$ cat config.mk
export PLATFORM = sky130hd
export DESIGN_NAME = beat_term_dev_flat
export DESIGN_NICKNAME = d
export VERILOG_FILES = /design/src/hw/beat_term_pkg.sv /design/src/hw/beat_term_if.sv /design/src/hw/beat_term_dev.sv /design/src/flat_wrapper.sv
export VERILOG_INCLUDE_DIRS = /design/src /design/src/hw
export SDC_FILE = /design/constraint.sdc
export NUM_CORES = 1
export LEC_CHECK = 0
export ABC_AREA = 1
export ABC_CLOCK_PERIOD_IN_PS = 2100
export BUFFER_PORTS_ARGS = -buffer_cell sky130_fd_sc_hd__buf_2
export CELL_PAD_IN_SITES_DETAIL_PLACEMENT = 2
export CELL_PAD_IN_SITES_GLOBAL_PLACEMENT = 2
export CORE_MARGIN = 2
export CORE_UTILIZATION = 31
export CTS_BUF_LIST = sky130_fd_sc_hd__clkbuf_8
export CTS_CLUSTER_DIAMETER = 40
export CTS_CLUSTER_SIZE = 30
export DETAILED_ROUTE_END_ITERATION = 8
export PLACE_DENSITY = 0.86
export SLEW_MARGIN = 40
export SYNTH_ARGS = -nofsm -noshare
export SYNTH_HDL_FRONTEND = slang
export SYNTH_SLANG_ARGS = --single-unit
$ cat constraint.sdc
create_clock -name clk_sys -period 2.1 [get_ports clk_sys]
set_input_delay 0.42 -clock clk_sys [delete_from_list [all_inputs] [get_ports clk_sys]]
set_output_delay 0.42 -clock clk_sys [all_outputs]
set_load 0.1 [all_outputs]
$ cat src/hw/beat_term_regs.svh
// Constants for the data beat termination link.
// Assumes inclusion by both ends and the package; definitions only.
`ifndef BEAT_TERM_REGS_SVH
`define BEAT_TERM_REGS_SVH
`define DATA_W 64
`define BURST_BEATS 3'h4
`define SINGLE_BEATS 3'h1
`define BEAT_CNT_W 3
`define LAST_BURST_IDX 2'h3
`endif

$ cat src/hw/beat_term_pkg.sv
// Types shared by both ends of the data beat termination link.
// Assumes beat_term_regs.svh sits on the include path.
`include "beat_term_regs.svh"
package beat_term_pkg;
    typedef logic [`DATA_W-1:0] data_t;
    typedef enum logic [3:0] {
        DEV_IDLE = 4'h1,
        DEV_BEAT = 4'h2,
        DEV_RETRY = 4'h4,
        DEV_STOP = 4'h8
    } dev_state_e;
    typedef enum logic [2:0] {
        HOST_IDLE = 3'h1,
        HOST_ACK = 3'h2,
        HOST_RETRY = 3'h4
    } host_state_e;
endpackage

$ cat src/hw/beat_term_if.sv
// Link between the bus master (device end) and the memory controller.
// Assumes one clock shared by both ends; data bus busy is modelled per driver.
`timescale 1ns/1ps
interface beat_term_if;
    logic data_bus_busy_o;
    logic data_bus_busy_oe;
    logic data_bus_busy;
    logic address_ack;
    logic transfer_ack;
    logic data_retry;
    logic transfer_error_ack;
    logic is_write;
    logic is_burst;
    logic [63:0] wdata;
    logic [63:0] rdata;
    // Wire level: high-active busy resolved from enable, released means idle
    assign data_bus_busy = data_bus_busy_oe & data_bus_busy_o;
    modport dev (
        output data_bus_busy_o,
        output data_bus_busy_oe,
        output is_write,
        output is_burst,
        output wdata,
        input address_ack,
        input transfer_ack,
        input data_retry,
        input transfer_error_ack,
        input rdata
    );
    modport sys (
        input data_bus_busy,
        input is_write,
        input is_burst,
        input wdata,
        output address_ack,
        output transfer_ack,
        output data_retry,
        output transfer_error_ack,
        output rdata
    );
endinterface

$ cat src/hw/beat_term_dev.sv
// Device end: owns the data tenure and terminates beats on acknowledges.
// Assumes the system end drives the link inputs from flops on clk_sys.
// Assumes start is raised only while busy is low.
`timescale 1ns/1ps
module beat_term_dev
    import beat_term_pkg::*;
(
    input wire logic clk_sys,
    input wire logic arst_n,
    input wire logic start,
    input wire logic start_write,
    input wire logic start_burst,
    input wire data_t start_wdata,
    input wire logic machine_check_enable,
    output logic busy,
    output data_t beat_rdata,
    output logic beat_valid,
    output logic beat_discard,
    output logic [1:0] beat_idx,
    output logic done,
    output logic machine_check,
    output logic checkstop,
    beat_term_if.dev link
);
    // Terminations arrive from the system end on this same clock.
    // A synchroniser here would let the system acknowledge the next beat
    // before this end had advanced, so the link inputs are read directly.
    wire address_ack_s = link.address_ack;
    wire ta_s = link.transfer_ack;
    wire dr_s = link.data_retry;
    wire tea_s = link.transfer_error_ack;
    wire data_t rdata_s = link.rdata;

    dev_state_e state_q, state_d;
    logic write_q;
    logic burst_q;
    logic [`BEAT_CNT_W-1:0] left_q;
    logic [1:0] idx_q;
    data_t wdata_q;
    data_t rdata_q;
    logic stop_q;

    // Terminations only count while the tenure is ours
    wire own = (state_q == DEV_BEAT) | (state_q == DEV_RETRY);
    wire err = own & tea_s;
    wire ack = (state_q == DEV_BEAT) & ta_s & ~tea_s;
    wire last_beat = (left_q == `SINGLE_BEATS);
    wire retry_hit = (state_q == DEV_RETRY) & ~write_q & dr_s & ~tea_s;
    wire retry_clear = (state_q == DEV_RETRY) & ~dr_s & ~tea_s;

    // Beat sequencing
    always_comb begin
        state_d = state_q;
        case (state_q)
            DEV_IDLE: begin
                if (start && !stop_q) begin
                    state_d = DEV_BEAT;
                end
            end
            DEV_BEAT: begin
                if (err) begin
                    state_d = DEV_IDLE;
                end else if (ack && !write_q) begin
                    state_d = DEV_RETRY;
                end else if (ack && last_beat) begin
                    state_d = DEV_IDLE;
                end
            end
            DEV_RETRY: begin
                if (err) begin
                    state_d = DEV_IDLE;
                end else if (dr_s) begin
                    state_d = DEV_BEAT; // beat is re-run
                end else if (last_beat) begin
                    state_d = DEV_IDLE;
                end else begin
                    state_d = DEV_BEAT;
                end
            end
            DEV_STOP: begin
                state_d = DEV_STOP;
            end
            default: begin
                state_d = DEV_IDLE;
            end
        endcase
    end

    // Machine check or checkstop on error
    wire stop_now = err & ~machine_check_enable;
    // Beat outcomes seen this cycle
    wire beat_ok = retry_clear | (ack & write_q);
    wire tenure_end = (beat_ok & last_beat) | err;

    // State register; checkstop overrides the next state
    always_ff @(posedge clk_sys or negedge arst_n) begin
        if (!arst_n) begin
            state_q <= DEV_IDLE;
        end else if (stop_now) begin
            state_q <= DEV_STOP;
        end else begin
            state_q <= state_d;
        end
    end

    // Beat bookkeeping strobes
    wire load = (state_q == DEV_IDLE) & start;
    wire advance = (ack & write_q) | retry_clear;

    // Transfer set-up and beat counting
    always_ff @(posedge clk_sys or negedge arst_n) begin
        if (!arst_n) begin
            write_q <= 1'b0;
            burst_q <= 1'b0;
            left_q <= '0;
            idx_q <= 2'h0;
            wdata_q <= '0;
        end else if (load) begin
            write_q <= start_write;
            burst_q <= start_burst;
            left_q <= start_burst ? `BURST_BEATS : `SINGLE_BEATS;
            idx_q <= 2'h0;
            wdata_q <= start_wdata;
        end else if (advance) begin
            left_q <= left_q - `BEAT_CNT_W'(1);
            idx_q <= idx_q + 2'h1;
            wdata_q <= ~wdata_q; // next beat pattern, held until ack
        end
    end

    // Speculative capture of read data with its acknowledge
    always_ff @(posedge clk_sys or negedge arst_n) begin
        if (!arst_n) begin
            rdata_q <= '0;
        end else if (ack) begin
            rdata_q <= rdata_s; // speculative capture
        end
    end

    // Read data handed on only once the retry window has passed
    always_ff @(posedge clk_sys or negedge arst_n) begin
        if (!arst_n) begin
            beat_rdata <= '0;
        end else if (retry_clear) begin
            beat_rdata <= rdata_q; // never rolled back
        end
    end

    // One-cycle beat result pulses
    always_ff @(posedge clk_sys or negedge arst_n) begin
        if (!arst_n) begin
            beat_valid <= 1'b0;
            beat_discard <= 1'b0;
            beat_idx <= 2'h0;
            done <= 1'b0;
        end else begin
            beat_valid <= beat_ok;
            beat_discard <= retry_hit;
            beat_idx <= idx_q;
            done <= tenure_end;
        end
    end

    // Error reporting: machine check pulse or sticky checkstop
    always_ff @(posedge clk_sys or negedge arst_n) begin
        if (!arst_n) begin
            machine_check <= 1'b0;
            stop_q <= 1'b0;
        end else begin
            machine_check <= err & machine_check_enable;
            stop_q <= stop_q | stop_now;
        end
    end

    // Busy driven only in the tenure; released with the error
    assign link.data_bus_busy_o = own;
    assign link.data_bus_busy_oe = own;
    assign link.is_write = write_q;
    assign link.is_burst = burst_q;
    assign link.wdata = wdata_q;
    // Local status
    assign busy = (state_q != DEV_IDLE);
    assign checkstop = stop_q;
    wire unused_address_ack = address_ack_s;
endmodule

$ cat src/flat_wrapper.sv
// flat-port wrapper written by rule: the top's interface ports become plain ports
module beat_term_dev_flat import beat_term_pkg::*;
  (clk_sys, arst_n, start, start_write, start_burst, start_wdata, machine_check_enable, busy, beat_rdata, beat_valid, beat_discard, beat_idx, done, machine_check, checkstop, link_data_bus_busy_o, link_data_bus_busy_oe, link_is_write, link_is_burst, link_wdata, link_address_ack, link_transfer_ack, link_data_retry, link_transfer_error_ack, link_rdata);
  beat_term_if link_i ();
  input wire logic clk_sys;
  input wire logic arst_n;
  input wire logic start;
  input wire logic start_write;
  input wire logic start_burst;
  input wire data_t start_wdata;
  input wire logic machine_check_enable;
  output logic busy;
  output data_t beat_rdata;
  output logic beat_valid;
  output logic beat_discard;
  output logic [1:0] beat_idx;
  output logic done;
  output logic machine_check;
  output logic checkstop;
  output wire logic [$bits(link_i.data_bus_busy_o)-1:0] link_data_bus_busy_o;
  output wire logic [$bits(link_i.data_bus_busy_oe)-1:0] link_data_bus_busy_oe;
  output wire logic [$bits(link_i.is_write)-1:0] link_is_write;
  output wire logic [$bits(link_i.is_burst)-1:0] link_is_burst;
  output wire logic [$bits(link_i.wdata)-1:0] link_wdata;
  input wire logic [$bits(link_i.address_ack)-1:0] link_address_ack;
  input wire logic [$bits(link_i.transfer_ack)-1:0] link_transfer_ack;
  input wire logic [$bits(link_i.data_retry)-1:0] link_data_retry;
  input wire logic [$bits(link_i.transfer_error_ack)-1:0] link_transfer_error_ack;
  input wire logic [$bits(link_i.rdata)-1:0] link_rdata;
  assign link_data_bus_busy_o = link_i.data_bus_busy_o;
  assign link_data_bus_busy_oe = link_i.data_bus_busy_oe;
  assign link_is_write = link_i.is_write;
  assign link_is_burst = link_i.is_burst;
  assign link_wdata = link_i.wdata;
  assign link_i.address_ack = link_address_ack;
  assign link_i.transfer_ack = link_transfer_ack;
  assign link_i.data_retry = link_data_retry;
  assign link_i.transfer_error_ack = link_transfer_error_ack;
  assign link_i.rdata = link_rdata;
  beat_term_dev u_core (.clk_sys(clk_sys), .arst_n(arst_n), .start(start), .start_write(start_write), .start_burst(start_burst), .start_wdata(start_wdata), .machine_check_enable(machine_check_enable), .busy(busy), .beat_rdata(beat_rdata), .beat_valid(beat_valid), .beat_discard(beat_discard), .beat_idx(beat_idx), .done(done), .machine_check(machine_check), .checkstop(checkstop), .link(link_i));
endmodule
==> results of run 1 <==
registers in the layout, indices dropped and copies added, names as in the netlist:
signal	cells
u_core.checkstop	1
u_core.beat_discard	1
u_core.machine_check	1
u_core.link.is_write	1
u_core.link.wdata	64
u_core.done	1
u_core.link.is_burst	1
u_core.state_q	4
u_core.left_q	3
u_core.beat_idx	2
u_core.beat_valid	1
u_core.idx_q	2
u_core.beat_rdata	64
u_core.rdata_q	64
path summary, 6_finish.rpt:
check / startpoint / end / cells after the start / slack [ps]
worst min register to register: u_core.idx_q[1] / u_core.beat_idx[1] / 0 / 420
max in group asynchronous: arst_n / u_core.link.wdata[47] / 3 / 1060
worst max register to register: u_core.state_q[0] / u_core.link.wdata[35] / 10 / 190
worst max-delay path: u_core.state_q[0] / busy / 4 / 90
worst min-delay path: link_rdata[52] / u_core.rdata_q[52] / 3 / 90
min in group asynchronous: arst_n / u_core.link.wdata[13] / 2 / 420
cells in the final DEF, fill, tap and decap left out, drive strengths merged:
master / count
clkbuf: 45
o211ai: 1
xor2: 1
nand2: 285
or2: 1
ha: 2
nor3: 1
nand3: 9
o31ai: 1
clkinvlp: 8
bufinv: 12
clkinv: 4
nand4: 1
o21ai: 263
dfrtp: 209
nor2: 12
nor4: 2
diode: 4
inv: 152
o21a: 1
dfstp: 1
dlygate4sd3: 1
buf: 299
metal layers:
layer,wire length [um],vias to the layer above,track usage
met2,15300,253,0.363
met4,493,12,0.0526
met3,2610,48,0.0759
met5,80,-,0
met1,11700,3897,0.224
li1,-,3683,-
timing repair:
item / CTS / global route
hold buffers: 1 / 0
buffers inserted: 0 / 0
pin swaps: 0 / 0
endpoints found under the hold margin: 42 / 0
gates resized for setup: 9 / 6
endpoints found under the setup margin: 3 / 3
cell type report:
cell class,instances,area (um^2)
Sequential cell,210,5260
Inverter,147,552
Timing Repair Buffer,300,1730
Multi-Input combinational cell,580,2760
Antenna cell,4,10.0
Clock buffer,45,619
Fill cell,3158,16100
Tap cell,378,473
Clock inverter,29,464
logic make-up (layout without fill, tap and decap cells):
family                   count (synthesis)  count (layout)
flip-flops                             210             210
adder cells (fa/ha/maj)                  2               2
AND/OR/NAND/NOR                        311             311
buffers and inverters                  204             521
XOR/XNOR                                 1               1
other                                    0               4
AO/OA/AOI/OAI                          266             266
tightest hold or removal path, delay by kind of cell:
kind / cells / cell delay, ps
buf+inv: 1 / 70
simple gates: 1 / 40
compound gates: 1 / 50
stage by stage:
| step | utilization | setup TNS [ps] | area (um^2) | hold WS, ps |
|---|---|---|---|---|
| finish | 0.424 | 0 | 11900 | 93.2 |
| global route | 0.423 | -8.42 | 11900 | 76.7 |
| CTS | 0.422 | 0 | 11800 | 64.4 |
| detailed placement | 0.382 | 0 | 10700 | 386 |
| global placement | 0.382 | 0 | 10700 | 391 |
| floorplan | - | 0 | 8880 | 124 |
==> results.cfg, run 1 <==
[status]
status = completed

[route]
drt_iter0_drc = 300
wire_per_inst_um = 17.8
vias_per_cell = 4.66
ant_nets = 0
dr_total_vias = 7893
first_pass_iters = 4
routed_wl_mm = 30.1
drc = 0

[logic_synthesis]
synth_area_leaders = dfrtp_1 (59%), nand2_1 (11%), o21ai_0 (11%)
synth_top_cell_by_area = dfrtp_1
async_reset_ff_frac = 1.00
muxShareOfSynthArea = 0
synth_commonest_cells = nand2_1 (263), dfrtp_1 (209), o21ai_0 (197)
ys.flop_type = dfrtp_1
synth.avg_cell_area_um2 = 8.93
synth_top_cell_area_share = 0.589
ys_warn_count = 0
synth_fa_ha_area_frac = 0.00282
syn_area_um2 = 8870
yosysMostFrequentCell = nand2_1
synth_top_family_by_area = compound AO/OA/AOI/OAI gates
synth-xor-area-share = 0.000987
synth-simple-area-share = 0.144
synthCells = 994
synth-compound-area-share = 0.159
synth_edf_count = 0
synth_cell_types = 31
synth_nets = 1134
synth_seq_area_share = 0.592
synth_seq_cells = 210

[floorplan]
initial_core_util = 0.317
coreArea_um2 = 28000
ios = 278
rows = 61
die_w_um = 173
die_y_um = 173
dieArea_um2 = 30000

[clock_network]
clock_sinks = 210
cts_buffer_depth = 3
htree_levels = 2
clk_latency_ps = 540
clock-root-buffer = clkbuf_8
cts_tree = done
numCtsBuffers = 40
path_clk_slew_ps = 70

[flow_run]
cap_violations = 0

[placement]
port_buffers = 276
pre_cts_ws_ps = 156
gp_congestion = 0.760
hpwl_mm = 20.4
placed_cells = 1614

[timing]
layout_setup_ws_ps = 88.1
setup_viol = 0
tightest_slew_ps = 537
layout_min_cycle_time_ps = 2010
drv_slew = 0
period_share = 0.958
finClkSkew_ps = 26.0
hold_violations = 0
relSlewSlack = 0.644
fmax_mhz = 497

[grt]
grt_pass1_vias = 8922
grtUsageTotal = 0.202
grt_pass1_wl_mm = 48.9
overflow = 0
grt_max_degree = 129
antenna_found_initial = 10

[worst_setup_path]
cp.required_ps = 1680
max_stage_delay_ps = 560
crit_family = flip-flops
cp-end-kind = output port
worst-path-buf-inv = 2
critical_path.slowest_cell = dfstp_2
worstPathArrival_ps = 1590
startpoint_type = flip-flop
path_class = reg -> out
path_max_fanout = 4
timing.critical_path.cells = inv_2 -> nor2_2 -> nand2_2 -> buf_4

[cells_and_area]
fin_cells = 1693
num-nets-final = 1419
areaGrowthSynthToFinish_pct = 33.7
drive_gt1_frac = 0.325

[min_path]
hp-class = in -> reg
Power of run 1 is left out: the tool's default activity adds up to more than one toggle a clock period on the data nets, which glitch-free logic cannot reach.
==> inputs of run 2 (changes only) <==
Settings changed: RECOVER_POWER set to 100.
==> run 2 against run 1 <==
Net effect:
- the run now ends with max-capacitance violations left
- wire length about the same
- die area did not move
- non-clock buffer count did not move
- cell count unchanged
- design area shrank 0.20%
- critical path type unchanged
- utilization down 0.085 points
- register-to-register slack about the same
==> results.cfg, run 2 (same netlist as run 1, synthesis figures left out) <==
[clock_network]
path_clk_slew_ps = 70
htree_levels = 2
clock_sinks = 210
clk_latency_ps = 540
clock-root-buffer = clkbuf_8
numCtsBuffers = 40
cts_tree = done
cts_buffer_depth = 3

[timing]
fmax_mhz = 497
hold_violations = 0
final.setup.tns_ps = 0
layout_min_cycle_time_ps = 2010
drv_slew = 0
finClkSkew_ps = 27.6
period_share = 0.957
setup_viol = 0
relSlewSlack = 0.00786
tightest_slew_ps = 1490

[grt]
antenna_found_initial = 10
grt_max_degree = 129
grt_pass1_wl_mm = 48.9
overflow = 0
grtUsageTotal = 0.202
grt_pass1_vias = 8922

[placement]
placed_cells = 1614
gp_congestion = 0.760
dpl_cell_area_um2 = 10700
hpwl_mm = 20.4
port_buffers = 276

[flow_run]
cap_violations = 1

[worst_setup_path]
timing.critical_path.cells = inv_2 -> nor2_2 -> nand2_2 -> buf_4
cp-end-kind = output port
crit_family = flip-flops
worst-path-buf-inv = 2
path_class = reg -> out
worstPathArrival_ps = 1590
critical_path.slowest_cell = dfstp_2
path_max_fanout = 4
cp.required_ps = 1680
max_stage_delay_ps = 560
startpoint_type = flip-flop

[floorplan]
coreArea_um2 = 28000
die_w_um = 173
ios = 278
die_y_um = 173
dieArea_um2 = 30000
initial_core_util = 0.317
rows = 61

[cells_and_area]
postLayoutCoreUtil = 0.423
fin_area_um2 = 11800
areaGrowthSynthToFinish_pct = 33.5
layout_commonest_cell = buf_2
fin_cells = 1693
num-nets-final = 1419
final_cell_mix = buf_2 (272), nand2_1 (261), dfrtp_1 (209), o21ai_0 (197), inv_1 (147)
drive_gt1_frac = 0.325

[status]
status = finished, violations left
violations = max-capacitance violations

[min_path]
hp-class = in -> reg

[route]
wl_met1_mm = 11.6
wire_per_inst_um = 17.8
first_pass_iters = 4
wl_met3_mm = 2.61
dr_total_vias = 7876
ant_nets = 0
vias_per_cell = 4.65
routed_wl_mm = 30.1
drt_iter0_drc = 344
drc = 0
met2WireLength_mm = 15.3
top_layer = met5
==> run 2: through the flow <==
step,worst slack (ps),hold slack [ps]
floorplan,99.8,124
global placement,240,391
detailed placement,156,386
CTS,4.73,64.4
global route,-8.32,76.7
finish,89.8,93.5
==> run 2: metal layers <==
metal / GRT usage / up-vias
met5: 0 / -
met4: 0.0526 / 12
met3: 0.0759 / 48
met2: 0.363 / 252
met1: 0.224 / 3882
li1: - / 3682
==> run 2: worst register-to-register path, delay by kind of cell, from the launching register on <==
| kind | cells | cell delay [ps] |
|---|---|---|
| AOI/OAI and AO/OA | 2 | 180 |
| buffers and inverters | 3 | 540 |
| DFF | 1 | 560 |
| and+or+nand+nor | 5 | 550 |
==> run 2: final timing paths <==
| kind | start | end | slack (ps) | cells past startpoint |
|---|---|---|---|---|
| max | u_core.state_q[0] | busy | 90 | 4 |
| min | link_rdata[52] | u_core.rdata_q[52] | 90 | 3 |
| max reg2reg | u_core.state_q[0] | u_core.link.wdata[43] | 190 | 10 |
| min reg2reg | u_core.idx_q[1] | u_core.beat_idx[1] | 420 | 0 |
| max in group asynchronous | arst_n | u_core.beat_rdata[36] | 290 | 3 |
| min in group asynchronous | arst_n | u_core.link.wdata[13] | 800 | 2 |
==> run 2: cell type report <==
type | instances | area (um^2)
Multi-Input combinational cell | 580 | 2760
Clock inverter | 29 | 464
Antenna cell | 4 | 10.0
Timing Repair Buffer | 300 | 1710
Clock buffer | 45 | 619
Tap cell | 378 | 473
Fill cell | 3161 | 16200
Inverter | 147 | 552
Sequential cell | 210 | 5260
==> run 2: timing repair <==
action / CTS / global route
setup buffers: 0 / 0
endpoints found under the setup margin: 3 / 3
hold endpoints to repair: 42 / 0
resized for setup: 9 / 6
hold buffers: 1 / 0
Power of run 2 is left out for the same reason.
